<file path="src/hw/sac_pkg.sv">
// Constants for the converter control block: register map, field positions,
// reset values and conversion timing.
// Assumes a 32-bit AXI4-Lite register bus and one system clock.
package sac_pkg;
  localparam logic [7:0] ADDR_CHAN_REF = 8'h00;
  localparam logic [7:0] ADDR_CTRL_A = 8'h04;
  localparam logic [7:0] ADDR_CTRL_B = 8'h08;
  localparam logic [7:0] ADDR_RES_LOW = 8'h0c;
  localparam logic [7:0] ADDR_RES_HIGH = 8'h10;
  localparam logic [7:0] ADDR_POWER = 8'h14;
  // Channel and reference register fields.
  localparam int CR_CHAN_LSB = 0;
  localparam int CR_LEFT_ADJ = 5;
  localparam int CR_REF_LSB = 6;
  // Control register A fields.
  localparam int CA_PRESC_LSB = 0;
  localparam int CA_FLAG = 4;
  localparam int CA_AUTO = 5;
  localparam int CA_START = 6;
  localparam int CA_ENABLE = 7;
  // Control register B fields.
  localparam int CB_TRIG_LSB = 0;
  localparam int CB_CHAN_HI = 3;
  localparam logic [7:0] RESET_BYTE = 8'h00;
  localparam logic POWER_RESET = 1'b1;
  localparam int RES_WIDTH = 10;
  localparam int NORMAL_CYCLES = 13;
  localparam int FIRST_CYCLES = 25;
  // Trigger select value that picks the completion flag (free running).
  localparam logic [2:0] TRIG_FREE_RUN = 3'h0;
  localparam logic [1:0] AXI_OKAY = 2'h0;
  localparam logic [1:0] AXI_SLVERR = 2'h2;
endpackage

</file>
<file path="src/hw/sac_conv_ctrl.sv">
// Control logic of a 10-bit successive-approximation converter with an
// AXI4-Lite register slave. The analog comparator is outside; it answers
// each approximation step through cmp_high_i.
// Function
// - Ten-bit successive approximation, zero is ground, full scale is reference minus one.
// - Reference field picks external pin, analog supply, 1.1V or 2.56V.
// - Channel bits span channel register and control B; pins, ground, bandgap.
// - Differential pair drives converter through amplifier; single-ended bypasses it.
// - Four differential pairs offer gain 1, 10 or 200.
// - Two groups of eight inputs, each with one shared negative input.
// - Selections act only while enabled; disabled converter draws no power.
// - Converter works only when the power reduction bit is zero.
// - Result right-aligned by default, left-aligned with left_adjust.
// - Low byte read blocks result updates; blocked completions are discarded.
// - High byte read lifts the block.
// - Completion sets the flag even when the result is discarded.
// - Start bit begins one conversion, stays set, clears on completion except when free running.
// - Channel change mid-conversion applies only after completion.
// - Auto-trigger enable allows starts from the trigger select source.
// - Rising trigger edge resets the prescaler and starts a conversion.
// - Trigger still high at completion starts nothing; needs a fresh edge.
// - Trigger edges during a conversion are ignored.
// - Trigger flags set regardless of enables; clear before the next start.
// - Completion flag as trigger gives free running after a first start.
// - Start bit works in auto mode and reads one during any conversion.
// - Normal conversion takes 13 converter clocks, first after enable 25.
// - Completion writes result, sets flag and, unless free running, clears start bit together.
// - Prescaler runs while enabled and is held in reset while disabled.
`timescale 1ns/10ps
`default_nettype none
module sac_conv_ctrl #(
  parameter int NSRC = 8 // Number of trigger sources.
) (
  input wire logic clk_sys_i, // System clock, 25 MHz.
  input wire logic rst_n_i, // Synchronous reset, active low.
  input wire logic [7:0] s_axi_awaddr, // Write address.
  input wire logic s_axi_awvalid, // Write address valid.
  output logic s_axi_awready, // Write address ready.
  input wire logic [31:0] s_axi_wdata, // Write data.
  input wire logic [3:0] s_axi_wstrb, // Write strobes.
  input wire logic s_axi_wvalid, // Write data valid.
  output logic s_axi_wready, // Write data ready.
  output logic [1:0] s_axi_bresp, // Write response.
  output logic s_axi_bvalid, // Write response valid.
  input wire logic s_axi_bready, // Write response ready.
  input wire logic [7:0] s_axi_araddr, // Read address.
  input wire logic s_axi_arvalid, // Read address valid.
  output logic s_axi_arready, // Read address ready.
  output logic [31:0] s_axi_rdata, // Read data.
  output logic [1:0] s_axi_rresp, // Read response.
  output logic s_axi_rvalid, // Read data valid.
  input wire logic s_axi_rready, // Read data ready.
  input wire logic [NSRC-1:0] trig_src_i, // Trigger source flags.
  input wire logic cmp_high_i, // Comparator: input above DAC level.
  output logic [9:0] dac_code_o, // Trial code to the DAC.
  output logic sample_hold_o, // Sample-and-hold active.
  output logic [1:0] reference_select_o, // Applied reference select.
  output logic [5:0] channel_select_bits_o, // Applied channel select.
  output logic analog_power_o, // Analog circuitry powered.
  output logic conv_complete_flag_o // Completion flag level.
);
  typedef enum logic [1:0] {
    SAC_IDLE = 2'b00,
    SAC_RUN = 2'b01
  } sac_state_e;
  sac_state_e state;
  logic [7:0] chan_ref;
  logic [7:0] ctrl_a;
  logic [7:0] ctrl_b;
  logic conv_power_reduction;
  logic conv_enable;
  logic conv_start;
  logic conv_complete_flag;
  logic first_conv;
  logic [9:0] result;
  logic [7:0] result_high_byte;
  logic [7:0] result_low_byte;
  logic result_locked;
  logic [6:0] presc;
  logic [4:0] cyc;
  logic [3:0] bitpos;
  logic trig_prev;
  logic trig_sel;
  logic aw_held;
  logic w_held;
  logic [7:0] aw_addr;
  logic [31:0] w_data;
  logic [3:0] w_strb;
  logic wr_fire;
  logic rd_fire;
  logic wr_ok;
  logic start_req;
  logic trig_edge;
  logic cck;
  logic done;
  logic [6:0] presc_div;
  // Trigger select maps straight onto the source index.
  function automatic logic pick_src(input logic [NSRC-1:0] src, input logic [2:0] sel);
    pick_src = src[sel];
  endfunction
  function automatic logic addr_known(input logic [7:0] a);
    addr_known = (a == sac_pkg::ADDR_CHAN_REF) || (a == sac_pkg::ADDR_CTRL_A) ||
      (a == sac_pkg::ADDR_CTRL_B) || (a == sac_pkg::ADDR_RES_LOW) ||
      (a == sac_pkg::ADDR_RES_HIGH) || (a == sac_pkg::ADDR_POWER);
  endfunction
  assign conv_enable = ctrl_a[sac_pkg::CA_ENABLE] && !conv_power_reduction;
  // Write channel: address and data may arrive in either order.
  assign s_axi_awready = !aw_held && !s_axi_bvalid;
  assign s_axi_wready = !w_held && !s_axi_bvalid;
  assign wr_fire = (aw_held || s_axi_awvalid) && (w_held || s_axi_wvalid) && !s_axi_bvalid;
  always_ff @(posedge clk_sys_i) begin
    if (!rst_n_i) begin
      aw_held <= 1'b0;
      w_held <= 1'b0;
      aw_addr <= 8'h00;
      w_data <= 32'h0000_0000;
      w_strb <= 4'h0;
      s_axi_bvalid <= 1'b0;
      s_axi_bresp <= sac_pkg::AXI_OKAY;
    end else begin
      if (s_axi_awvalid && s_axi_awready) begin
        aw_held <= 1'b1;
        aw_addr <= s_axi_awaddr;
      end
      if (s_axi_wvalid && s_axi_wready) begin
        w_held <= 1'b1;
        w_data <= s_axi_wdata;
        w_strb <= s_axi_wstrb;
      end
      if (wr_fire) begin
        aw_held <= 1'b0;
        w_held <= 1'b0;
        s_axi_bvalid <= 1'b1;
        s_axi_bresp <= addr_known(aw_held ? aw_addr : s_axi_awaddr) ? sac_pkg::AXI_OKAY : sac_pkg::AXI_SLVERR;
      end else if (s_axi_bvalid && s_axi_bready) begin
        s_axi_bvalid <= 1'b0;
      end
    end
  end
  logic [7:0] wa;
  logic [7:0] wd;
  assign wa = aw_held ? aw_addr : s_axi_awaddr;
  assign wd = w_held ? w_data[7:0] : s_axi_wdata[7:0];
  assign wr_ok = wr_fire && (w_held ? w_strb[0] : s_axi_wstrb[0]);
  always_ff @(posedge clk_sys_i) begin
    if (!rst_n_i) begin
      chan_ref <= sac_pkg::RESET_BYTE;
      ctrl_a <= sac_pkg::RESET_BYTE;
      ctrl_b <= sac_pkg::RESET_BYTE;
      conv_power_reduction <= sac_pkg::POWER_RESET;
    end else if (wr_ok) begin
      case (wa)
        sac_pkg::ADDR_CHAN_REF: chan_ref <= wd;
        sac_pkg::ADDR_CTRL_A: ctrl_a <= wd;
        sac_pkg::ADDR_CTRL_B: ctrl_b <= wd;
        sac_pkg::ADDR_POWER: conv_power_reduction <= wd[0];
        default: ctrl_b <= ctrl_b;
      endcase
    end
  end
  // Read channel; reading the result bytes has side effects on the lock.
  assign s_axi_arready = !s_axi_rvalid;
  assign rd_fire = s_axi_arvalid && s_axi_arready;
  always_ff @(posedge clk_sys_i) begin
    if (!rst_n_i) begin
      s_axi_rvalid <= 1'b0;
      s_axi_rdata <= 32'h0000_0000;
      s_axi_rresp <= sac_pkg::AXI_OKAY;
    end else if (rd_fire) begin
      s_axi_rvalid <= 1'b1;
      s_axi_rresp <= addr_known(s_axi_araddr) ? sac_pkg::AXI_OKAY : sac_pkg::AXI_SLVERR;
      case (s_axi_araddr)
        sac_pkg::ADDR_CHAN_REF: s_axi_rdata <= {24'h000000, chan_ref};
        sac_pkg::ADDR_CTRL_A: s_axi_rdata <= {24'h000000, ctrl_a[7], conv_start, ctrl_a[5],
          conv_complete_flag, ctrl_a[3:0]};
        sac_pkg::ADDR_CTRL_B: s_axi_rdata <= {24'h000000, 4'h0, ctrl_b[3:0]};
        sac_pkg::ADDR_RES_LOW: s_axi_rdata <= {24'h000000, result_low_byte};
        sac_pkg::ADDR_RES_HIGH: s_axi_rdata <= {24'h000000, result_high_byte};
        sac_pkg::ADDR_POWER: s_axi_rdata <= {31'h00000000, conv_power_reduction};
        default: s_axi_rdata <= 32'h0000_0000;
      endcase
    end else if (s_axi_rvalid && s_axi_rready) begin
      s_axi_rvalid <= 1'b0;
    end
  end
  // Prescaler: held in reset while disabled, restarted by a trigger edge.
  always_comb begin
    case (ctrl_a[2:0])
      3'h0, 3'h1: presc_div = 7'h01;
      3'h2: presc_div = 7'h03;
      3'h3: presc_div = 7'h07;
      3'h4: presc_div = 7'h0f;
      3'h5: presc_div = 7'h1f;
      3'h6: presc_div = 7'h3f;
      default: presc_div = 7'h7f;
    endcase
  end
  assign cck = conv_enable && (presc == presc_div);
  always_ff @(posedge clk_sys_i) begin
    if (!rst_n_i || !conv_enable || trig_edge) begin
      presc <= 7'h00;
    end else if (cck) begin
      presc <= 7'h00;
    end else begin
      presc <= presc + 7'h01;
    end
  end
  assign trig_sel = (ctrl_b[2:0] == sac_pkg::TRIG_FREE_RUN) ? conv_complete_flag :
    pick_src(trig_src_i, ctrl_b[2:0]);
  always_ff @(posedge clk_sys_i) begin
    if (!rst_n_i) begin
      trig_prev <= 1'b0;
    end else begin
      trig_prev <= trig_sel;
    end
  end
  // Edges count only when idle; a level held high never restarts.
  assign trig_edge = conv_enable && ctrl_a[sac_pkg::CA_AUTO] && trig_sel && !trig_prev &&
    (state == SAC_IDLE) && (ctrl_b[2:0] != sac_pkg::TRIG_FREE_RUN);
  assign done = (state == SAC_RUN) && cck &&
    (cyc == (first_conv ? 5'(sac_pkg::FIRST_CYCLES - 1) : 5'(sac_pkg::NORMAL_CYCLES - 1)));
  assign start_req = wr_ok && (wa == sac_pkg::ADDR_CTRL_A) && wd[sac_pkg::CA_START];
  // Start bit: set by software or trigger, cleared at completion unless free running.
  always_ff @(posedge clk_sys_i) begin
    if (!rst_n_i) begin
      conv_start <= 1'b0;
    end else if (start_req || trig_edge) begin
      // A start written together with the enable bit must not be lost.
      conv_start <= 1'b1;
    end else if (!conv_enable) begin
      conv_start <= 1'b0;
    end else if (done) begin
      conv_start <= ctrl_a[sac_pkg::CA_AUTO] && (ctrl_b[2:0] == sac_pkg::TRIG_FREE_RUN);
    end
  end
  // Conversion sequencer on converter clock enables.
  always_ff @(posedge clk_sys_i) begin
    if (!rst_n_i || !conv_enable) begin
      state <= SAC_IDLE;
      cyc <= 5'h00;
      bitpos <= 4'h9;
      result <= 10'h000;
      first_conv <= 1'b1;
      reference_select_o <= 2'h0;
      channel_select_bits_o <= 6'h00;
    end else begin
      case (state)
        SAC_IDLE: begin
          reference_select_o <= chan_ref[7:6];
          channel_select_bits_o <= {ctrl_b[sac_pkg::CB_CHAN_HI], chan_ref[4:0]};
          if (conv_start && cck) begin
            state <= SAC_RUN;
            cyc <= 5'h00;
            bitpos <= 4'h9;
            result <= 10'h200;
          end
        end
        SAC_RUN: begin
          if (cck) begin
            cyc <= cyc + 5'h01;
            if (cyc >= 5'h02 && bitpos != 4'hf) begin
              if (!cmp_high_i) begin
                result[bitpos] <= 1'b0;
              end
              if (bitpos != 4'h0) begin
                result[bitpos - 4'h1] <= 1'b1;
              end
              bitpos <= bitpos - 4'h1;
            end
            if (done) begin
              first_conv <= 1'b0;
              state <= SAC_IDLE;
            end
          end
        end
        default: state <= SAC_IDLE;
      endcase
    end
  end
  // Completion flag: set wins over a write-one clear.
  always_ff @(posedge clk_sys_i) begin
    if (!rst_n_i) begin
      conv_complete_flag <= 1'b0;
    end else if (done) begin
      conv_complete_flag <= 1'b1;
    end else if (wr_ok && wa == sac_pkg::ADDR_CTRL_A && wd[sac_pkg::CA_FLAG]) begin
      conv_complete_flag <= 1'b0;
    end
  end
  // Result bytes with low-byte-read lock.
  always_ff @(posedge clk_sys_i) begin
    if (!rst_n_i) begin
      result_locked <= 1'b0;
    end else if (rd_fire && s_axi_araddr == sac_pkg::ADDR_RES_LOW) begin
      result_locked <= 1'b1;
    end else if (rd_fire && s_axi_araddr == sac_pkg::ADDR_RES_HIGH) begin
      result_locked <= 1'b0;
    end
  end
  // A low byte read in the completion cycle already blocks that result.
  logic lock_now;
  assign lock_now = result_locked || (rd_fire && s_axi_araddr == sac_pkg::ADDR_RES_LOW);
  always_ff @(posedge clk_sys_i) begin
    if (!rst_n_i) begin
      result_high_byte <= 8'h00;
      result_low_byte <= 8'h00;
    end else if (done && !lock_now) begin
      if (chan_ref[sac_pkg::CR_LEFT_ADJ]) begin
        result_high_byte <= result[9:2];
        result_low_byte <= {result[1:0], 6'h00};
      end else begin
        result_high_byte <= {6'h00, result[9:8]};
        result_low_byte <= result[7:0];
      end
    end
  end
  assign dac_code_o = result;
  assign sample_hold_o = (state == SAC_RUN) && (cyc < 5'h02);
  assign analog_power_o = conv_enable;
  assign conv_complete_flag_o = conv_complete_flag;

  property p_start_clears;
    @(posedge clk_sys_i) disable iff (!rst_n_i)
      done && !ctrl_a[sac_pkg::CA_AUTO] && !start_req |=> !conv_start;
  endproperty
  a_start_clears: assert property (p_start_clears) else $error("start bit not cleared");
  property p_flag_set;
    @(posedge clk_sys_i) disable iff (!rst_n_i) done |=> conv_complete_flag;
  endproperty
  a_flag_set: assert property (p_flag_set) else $error("flag not set on completion");
  property p_locked_hold;
    @(posedge clk_sys_i) disable iff (!rst_n_i)
      result_locked && !rd_fire |=> $stable(result_low_byte) && $stable(result_high_byte);
  endproperty
  a_locked_hold: assert property (p_locked_hold) else $error("locked result changed");
  property p_unlock;
    @(posedge clk_sys_i) disable iff (!rst_n_i)
      rd_fire && s_axi_araddr == sac_pkg::ADDR_RES_HIGH |=> !result_locked;
  endproperty
  a_unlock: assert property (p_unlock) else $error("high read did not unlock");
  property p_chan_stable;
    @(posedge clk_sys_i) disable iff (!rst_n_i || !conv_enable)
      state == SAC_RUN |=> $stable(channel_select_bits_o);
  endproperty
  a_chan_stable: assert property (p_chan_stable) else $error("channel changed mid conversion");
  property p_presc_held;
    @(posedge clk_sys_i) disable iff (!rst_n_i) !conv_enable |=> presc == 7'h00;
  endproperty
  a_presc_held: assert property (p_presc_held) else $error("prescaler ran while disabled");
  property p_no_power;
    @(posedge clk_sys_i) disable iff (!rst_n_i)
      conv_power_reduction |-> !analog_power_o ##1 state == SAC_IDLE;
  endproperty
  a_no_power: assert property (p_no_power) else $error("converter ran while power reduced");
  property p_start_reads;
    @(posedge clk_sys_i) disable iff (!rst_n_i) state == SAC_RUN |-> conv_start;
  endproperty
  a_start_reads: assert property (p_start_reads) else $error("start bit low during conversion");
  property p_align;
    @(posedge clk_sys_i) disable iff (!rst_n_i)
      done && !lock_now && !chan_ref[sac_pkg::CR_LEFT_ADJ] |=> result_high_byte[7:2] == 6'h00;
  endproperty
  a_align: assert property (p_align) else $error("right alignment wrong");
  property p_lock_set;
    @(posedge clk_sys_i) disable iff (!rst_n_i)
      rd_fire && s_axi_araddr == sac_pkg::ADDR_RES_LOW |=> result_locked;
  endproperty
  a_lock_set: assert property (p_lock_set) else $error("low read did not lock");
  property p_trig_restart;
    @(posedge clk_sys_i) disable iff (!rst_n_i) trig_edge |=> presc == 7'h00 && conv_start;
  endproperty
  a_trig_restart: assert property (p_trig_restart) else $error("trigger edge did not restart");
  property p_free_run;
    @(posedge clk_sys_i) disable iff (!rst_n_i)
      done && ctrl_a[sac_pkg::CA_AUTO] && ctrl_b[2:0] == sac_pkg::TRIG_FREE_RUN |=> conv_start;
  endproperty
  a_free_run: assert property (p_free_run) else $error("free running did not restart");
endmodule
`default_nettype wire

</file>
<file path="config.mk">
export PLATFORM = sky130hd
export DESIGN_NAME = sac_conv_ctrl
export DESIGN_NICKNAME = d
export VERILOG_FILES = /design/src/hw/sac_pkg.sv /design/src/hw/sac_conv_ctrl.sv
export SDC_FILE = /design/constraint.sdc
export NUM_CORES = 1
export LEC_CHECK = 0
export CORE_MARGIN = 2
export CORE_UTILIZATION = 59
export CTS_CLUSTER_DIAMETER = 50
export CTS_CLUSTER_SIZE = 10
export DETAILED_ROUTE_END_ITERATION = 7
export DONT_BUFFER_PORTS = 1
export GPL_TIMING_DRIVEN = 0
export PLACE_DENSITY = 0.81
export SYNTH_ARGS = -nofsm -noshare
export SYNTH_HDL_FRONTEND = slang
export SYNTH_SLANG_ARGS = --single-unit
</file>
<file path="constraint.sdc">
create_clock -name clk_sys_i -period 2.82 [get_ports clk_sys_i]
set_clock_uncertainty 0.1 [all_clocks]
set_input_delay 0.282 -clock clk_sys_i [delete_from_list [all_inputs] [get_ports clk_sys_i]]
set_output_delay 0.282 -clock clk_sys_i [all_outputs]
set_load 0.01 [all_outputs]
</file>
==> reports/results.ini <==
[timing]
hold_ws_ps=15.6
drv_slew=0
rsz0062_at_grt=false
setup_viol=0
fin_setup_tns_ps=0
period_share=0.885
worst_slew_pin_slew_ps=703
clock.fmax_ghz=0.401
slew_headroom=0.529
min_period_ps=2500
final.setup.worst_slack_ps=323
hold_viol_final=0

[cells_and_area]
nets=765
area_growth_pct=11.5
layout_commonest_cell=dfxtp_1
multi_input_area_sq_mm=0.00296
n_antenna_cell=0
most-common-layout-cells=dfxtp_1 (106), nand2_1 (79), nor2_1 (64)
nFillCells=719
register_area_sq_mm=0.00212
fin_cells=801
layout-drive-gt1-share=0.120

[die]
die_w_microns=99.6
io_pins=130
core_sq_mm=0.00881
start_util=0.612
dieHeight_microns=99.6
rows=34
die_area_sq_mm=0.00991

[global_routing]
grt_usage=0.277
grt_pass1_vias=4520
grt_pass1_wl_mm=22.0
antenna_found_initial=0
grt-ovfl-total=0
grt_max_degree=21

[cts]
cts_sinks=106
clockBufferDepth=2
root_buffer=clkbuf_8
tritoncts=done
clkTransAtPathRegs_ps=120
h-tree-depth=3
insertion_delay_ps=390
cts-buffers-inserted=9

[logic_synthesis]
netlist_area_sq_mm=0.00539
synthTopCellsByArea=dfxtp_1 (39%), mux2i_1 (8.5%), nand2_1 (5.5%), a21oi_1 (4.7%), nor2_1 (4.5%)
synth_seq_cells=106
syn_area_per_cell_sq_um=8.52
ys_seq_area_frac=0.394
synth_area_leader_cell=dfxtp_1
netlist-cell-type-count=59
synthDominantCellAreaShare=0.394
synth_edf_count=0
async_flop_share=0
synthCells=632
ys.flop_type=dfxtp_1
ys_warn_count=0

[detailed_routing]
via_count=4753
first_pass_iters=5
drt_iter0_markers=399
drt-total-wl_mm=13.5
drt-vias-per-instance=5.93
drtAntennaViolNets=0
wire_per_inst_microns=16.9
drc=0

[setup_path]
cp.arrival_ps=2680
crit_required_ps=3000
cp-start-kind=flop
crit_fanout=10
critPathKind=flop to flop
worst_setup_path_end_kind=flop

[power]
p_leak_nw=2.22
pwr_density_cell_mw_per_mm2=454
max-vdd-ir-drop_mv=0.345

[place]
dpl.cell_count=765
dp_hpwl_mm=9.95
dp_slack_ps=392
port-buffer-count=0
gp_congestion=0.902

[run_status]
outcome=finished, final reports clean

[hold_path]
min_path_type=primary input to flop

[run]
cap_violations=0

==> synthesized netlist by cell type, types with 7 or more instances <==
cell type	count
inv_1	13
dfxtp_1	106
nand2b_1	10
nand3_1	26
ha_1	9
a22oi_1	7
nand2_1	79
buf_4	27
a21oi_1	51
mux2i_1	46
clkbuf_1	24
nor2_1	64
nor3_1	12
o21ai_0	27
mux2_2	12
nand3b_1	9
buf_2	8
or4_1	7
==> registers in the layout (all words and copies together) (netlist names), 2 cells and up <==
register,cells
bitpos,4
ctrl_a,6
chan_ref,8
channel_select_bits_o,6
presc,7
cyc,5
ctrl_b,4
aw_addr,8
reference_select_o,2
w_data,8
result_high_byte,8
dac_code_o,10
result_low_byte,8
s_axi_rdata,8
==> worst max-delay path: stages (launching register included) <==
cell and delay, ps:
dfxtp_1 400, nor2b_1 140, buf_2 240, nand3_2 130, a2111oi_4 410, and3_1 200, buf_2 180, buf_2 270
a21oi_1 100, a31o_2 220
==> per-layer routing <==
layer  vias up  share of wire  track usage
met5         -              0            0
met2       206           0.46        0.450
li1       2285              -            -
met3        22          0.079       0.0654
met1      2240           0.44        0.360
met4         0          0.022        0.100
==> worst paths after layout <==
check / cells past startpoint / end / slack (ps) / start
worst max-delay path: 9 / dac_code_o[2]$_SDFFE_PP0P_ / 320 / ctrl_a[7]$_SDFFE_PN0P_
worst min-delay path: 3 / s_axi_rdata[0]$_SDFFE_PN0P_ / 20 / s_axi_araddr[6]
worst max register to register: 9 / dac_code_o[2]$_SDFFE_PP0P_ / 320 / ctrl_a[7]$_SDFFE_PN0P_
worst min register to register: 2 / result_low_byte[4]$_SDFFE_PN0P_ / 370 / result_low_byte[4]$_SDFFE_PN0P_
==> through the flow <==
| step | power (mW) | utilization | instance area, sq um |
|---|---|---|---|
| 4_1_cts | 2.73 | 0.682 | 6010 |
| 6_report | 2.73 | 0.682 | 6010 |
| 3_3_place_gp | 1.79 | 0.638 | 5620 |
| 5_1_grt | 2.83 | 0.682 | 6010 |
| 3_5_place_dp | 1.80 | 0.638 | 5620 |
| 2_1_floorplan | 1.76 | - | 5480 |
==> repair_timing <==
item | 4_1_cts | 5_1_grt
buffers inserted | 0 | 0
hold buffers | 20 | 0
hold endpoints to repair | 19 | 0
resized for setup | 0 | 0
==> layout make-up <==
cell class                      instances  share of cell area
Multi-Input combinational cell        476               0.493
Sequential cell                       106               0.353
Buffer                                 62              0.0585
Timing Repair Buffer                   20              0.0333
Tap cell                              108              0.0225
Clock buffer                            9              0.0206
Clock inverter                          7              0.0112
Inverter                               13             0.00812
==> logic make-up (layout without fill, tap and decap cells) <==
kind of cell / Yosys count / count (layout) / share of synthesized area
AND/OR/NAND/NOR: 246 / 246 / 0.219
XOR/XNOR: 7 / 7 / 0.0114
other: 1 / 26 / 0.000696
AO/OA/AOI/OAI: 125 / 125 / 0.147
adder cells (fa/ha/maj): 9 / 9 / 0.0209
multiplexers: 63 / 63 / 0.132
buffers and inverters: 75 / 111 / 0.0743
flip-flops: 106 / 106 / 0.394
==> power breakdown <==
part | internal (mW) | switching (mW) | leakage (nW)
combinational | 0.106 | 0.145 | 1.27
sequential | 1.52 | 0.0212 | 0.858
clock | 0.350 | 0.582 | 0.0966
total | 1.98 | 0.747 | 2.22
Note: power is estimated with default switching activity, not from simulation.
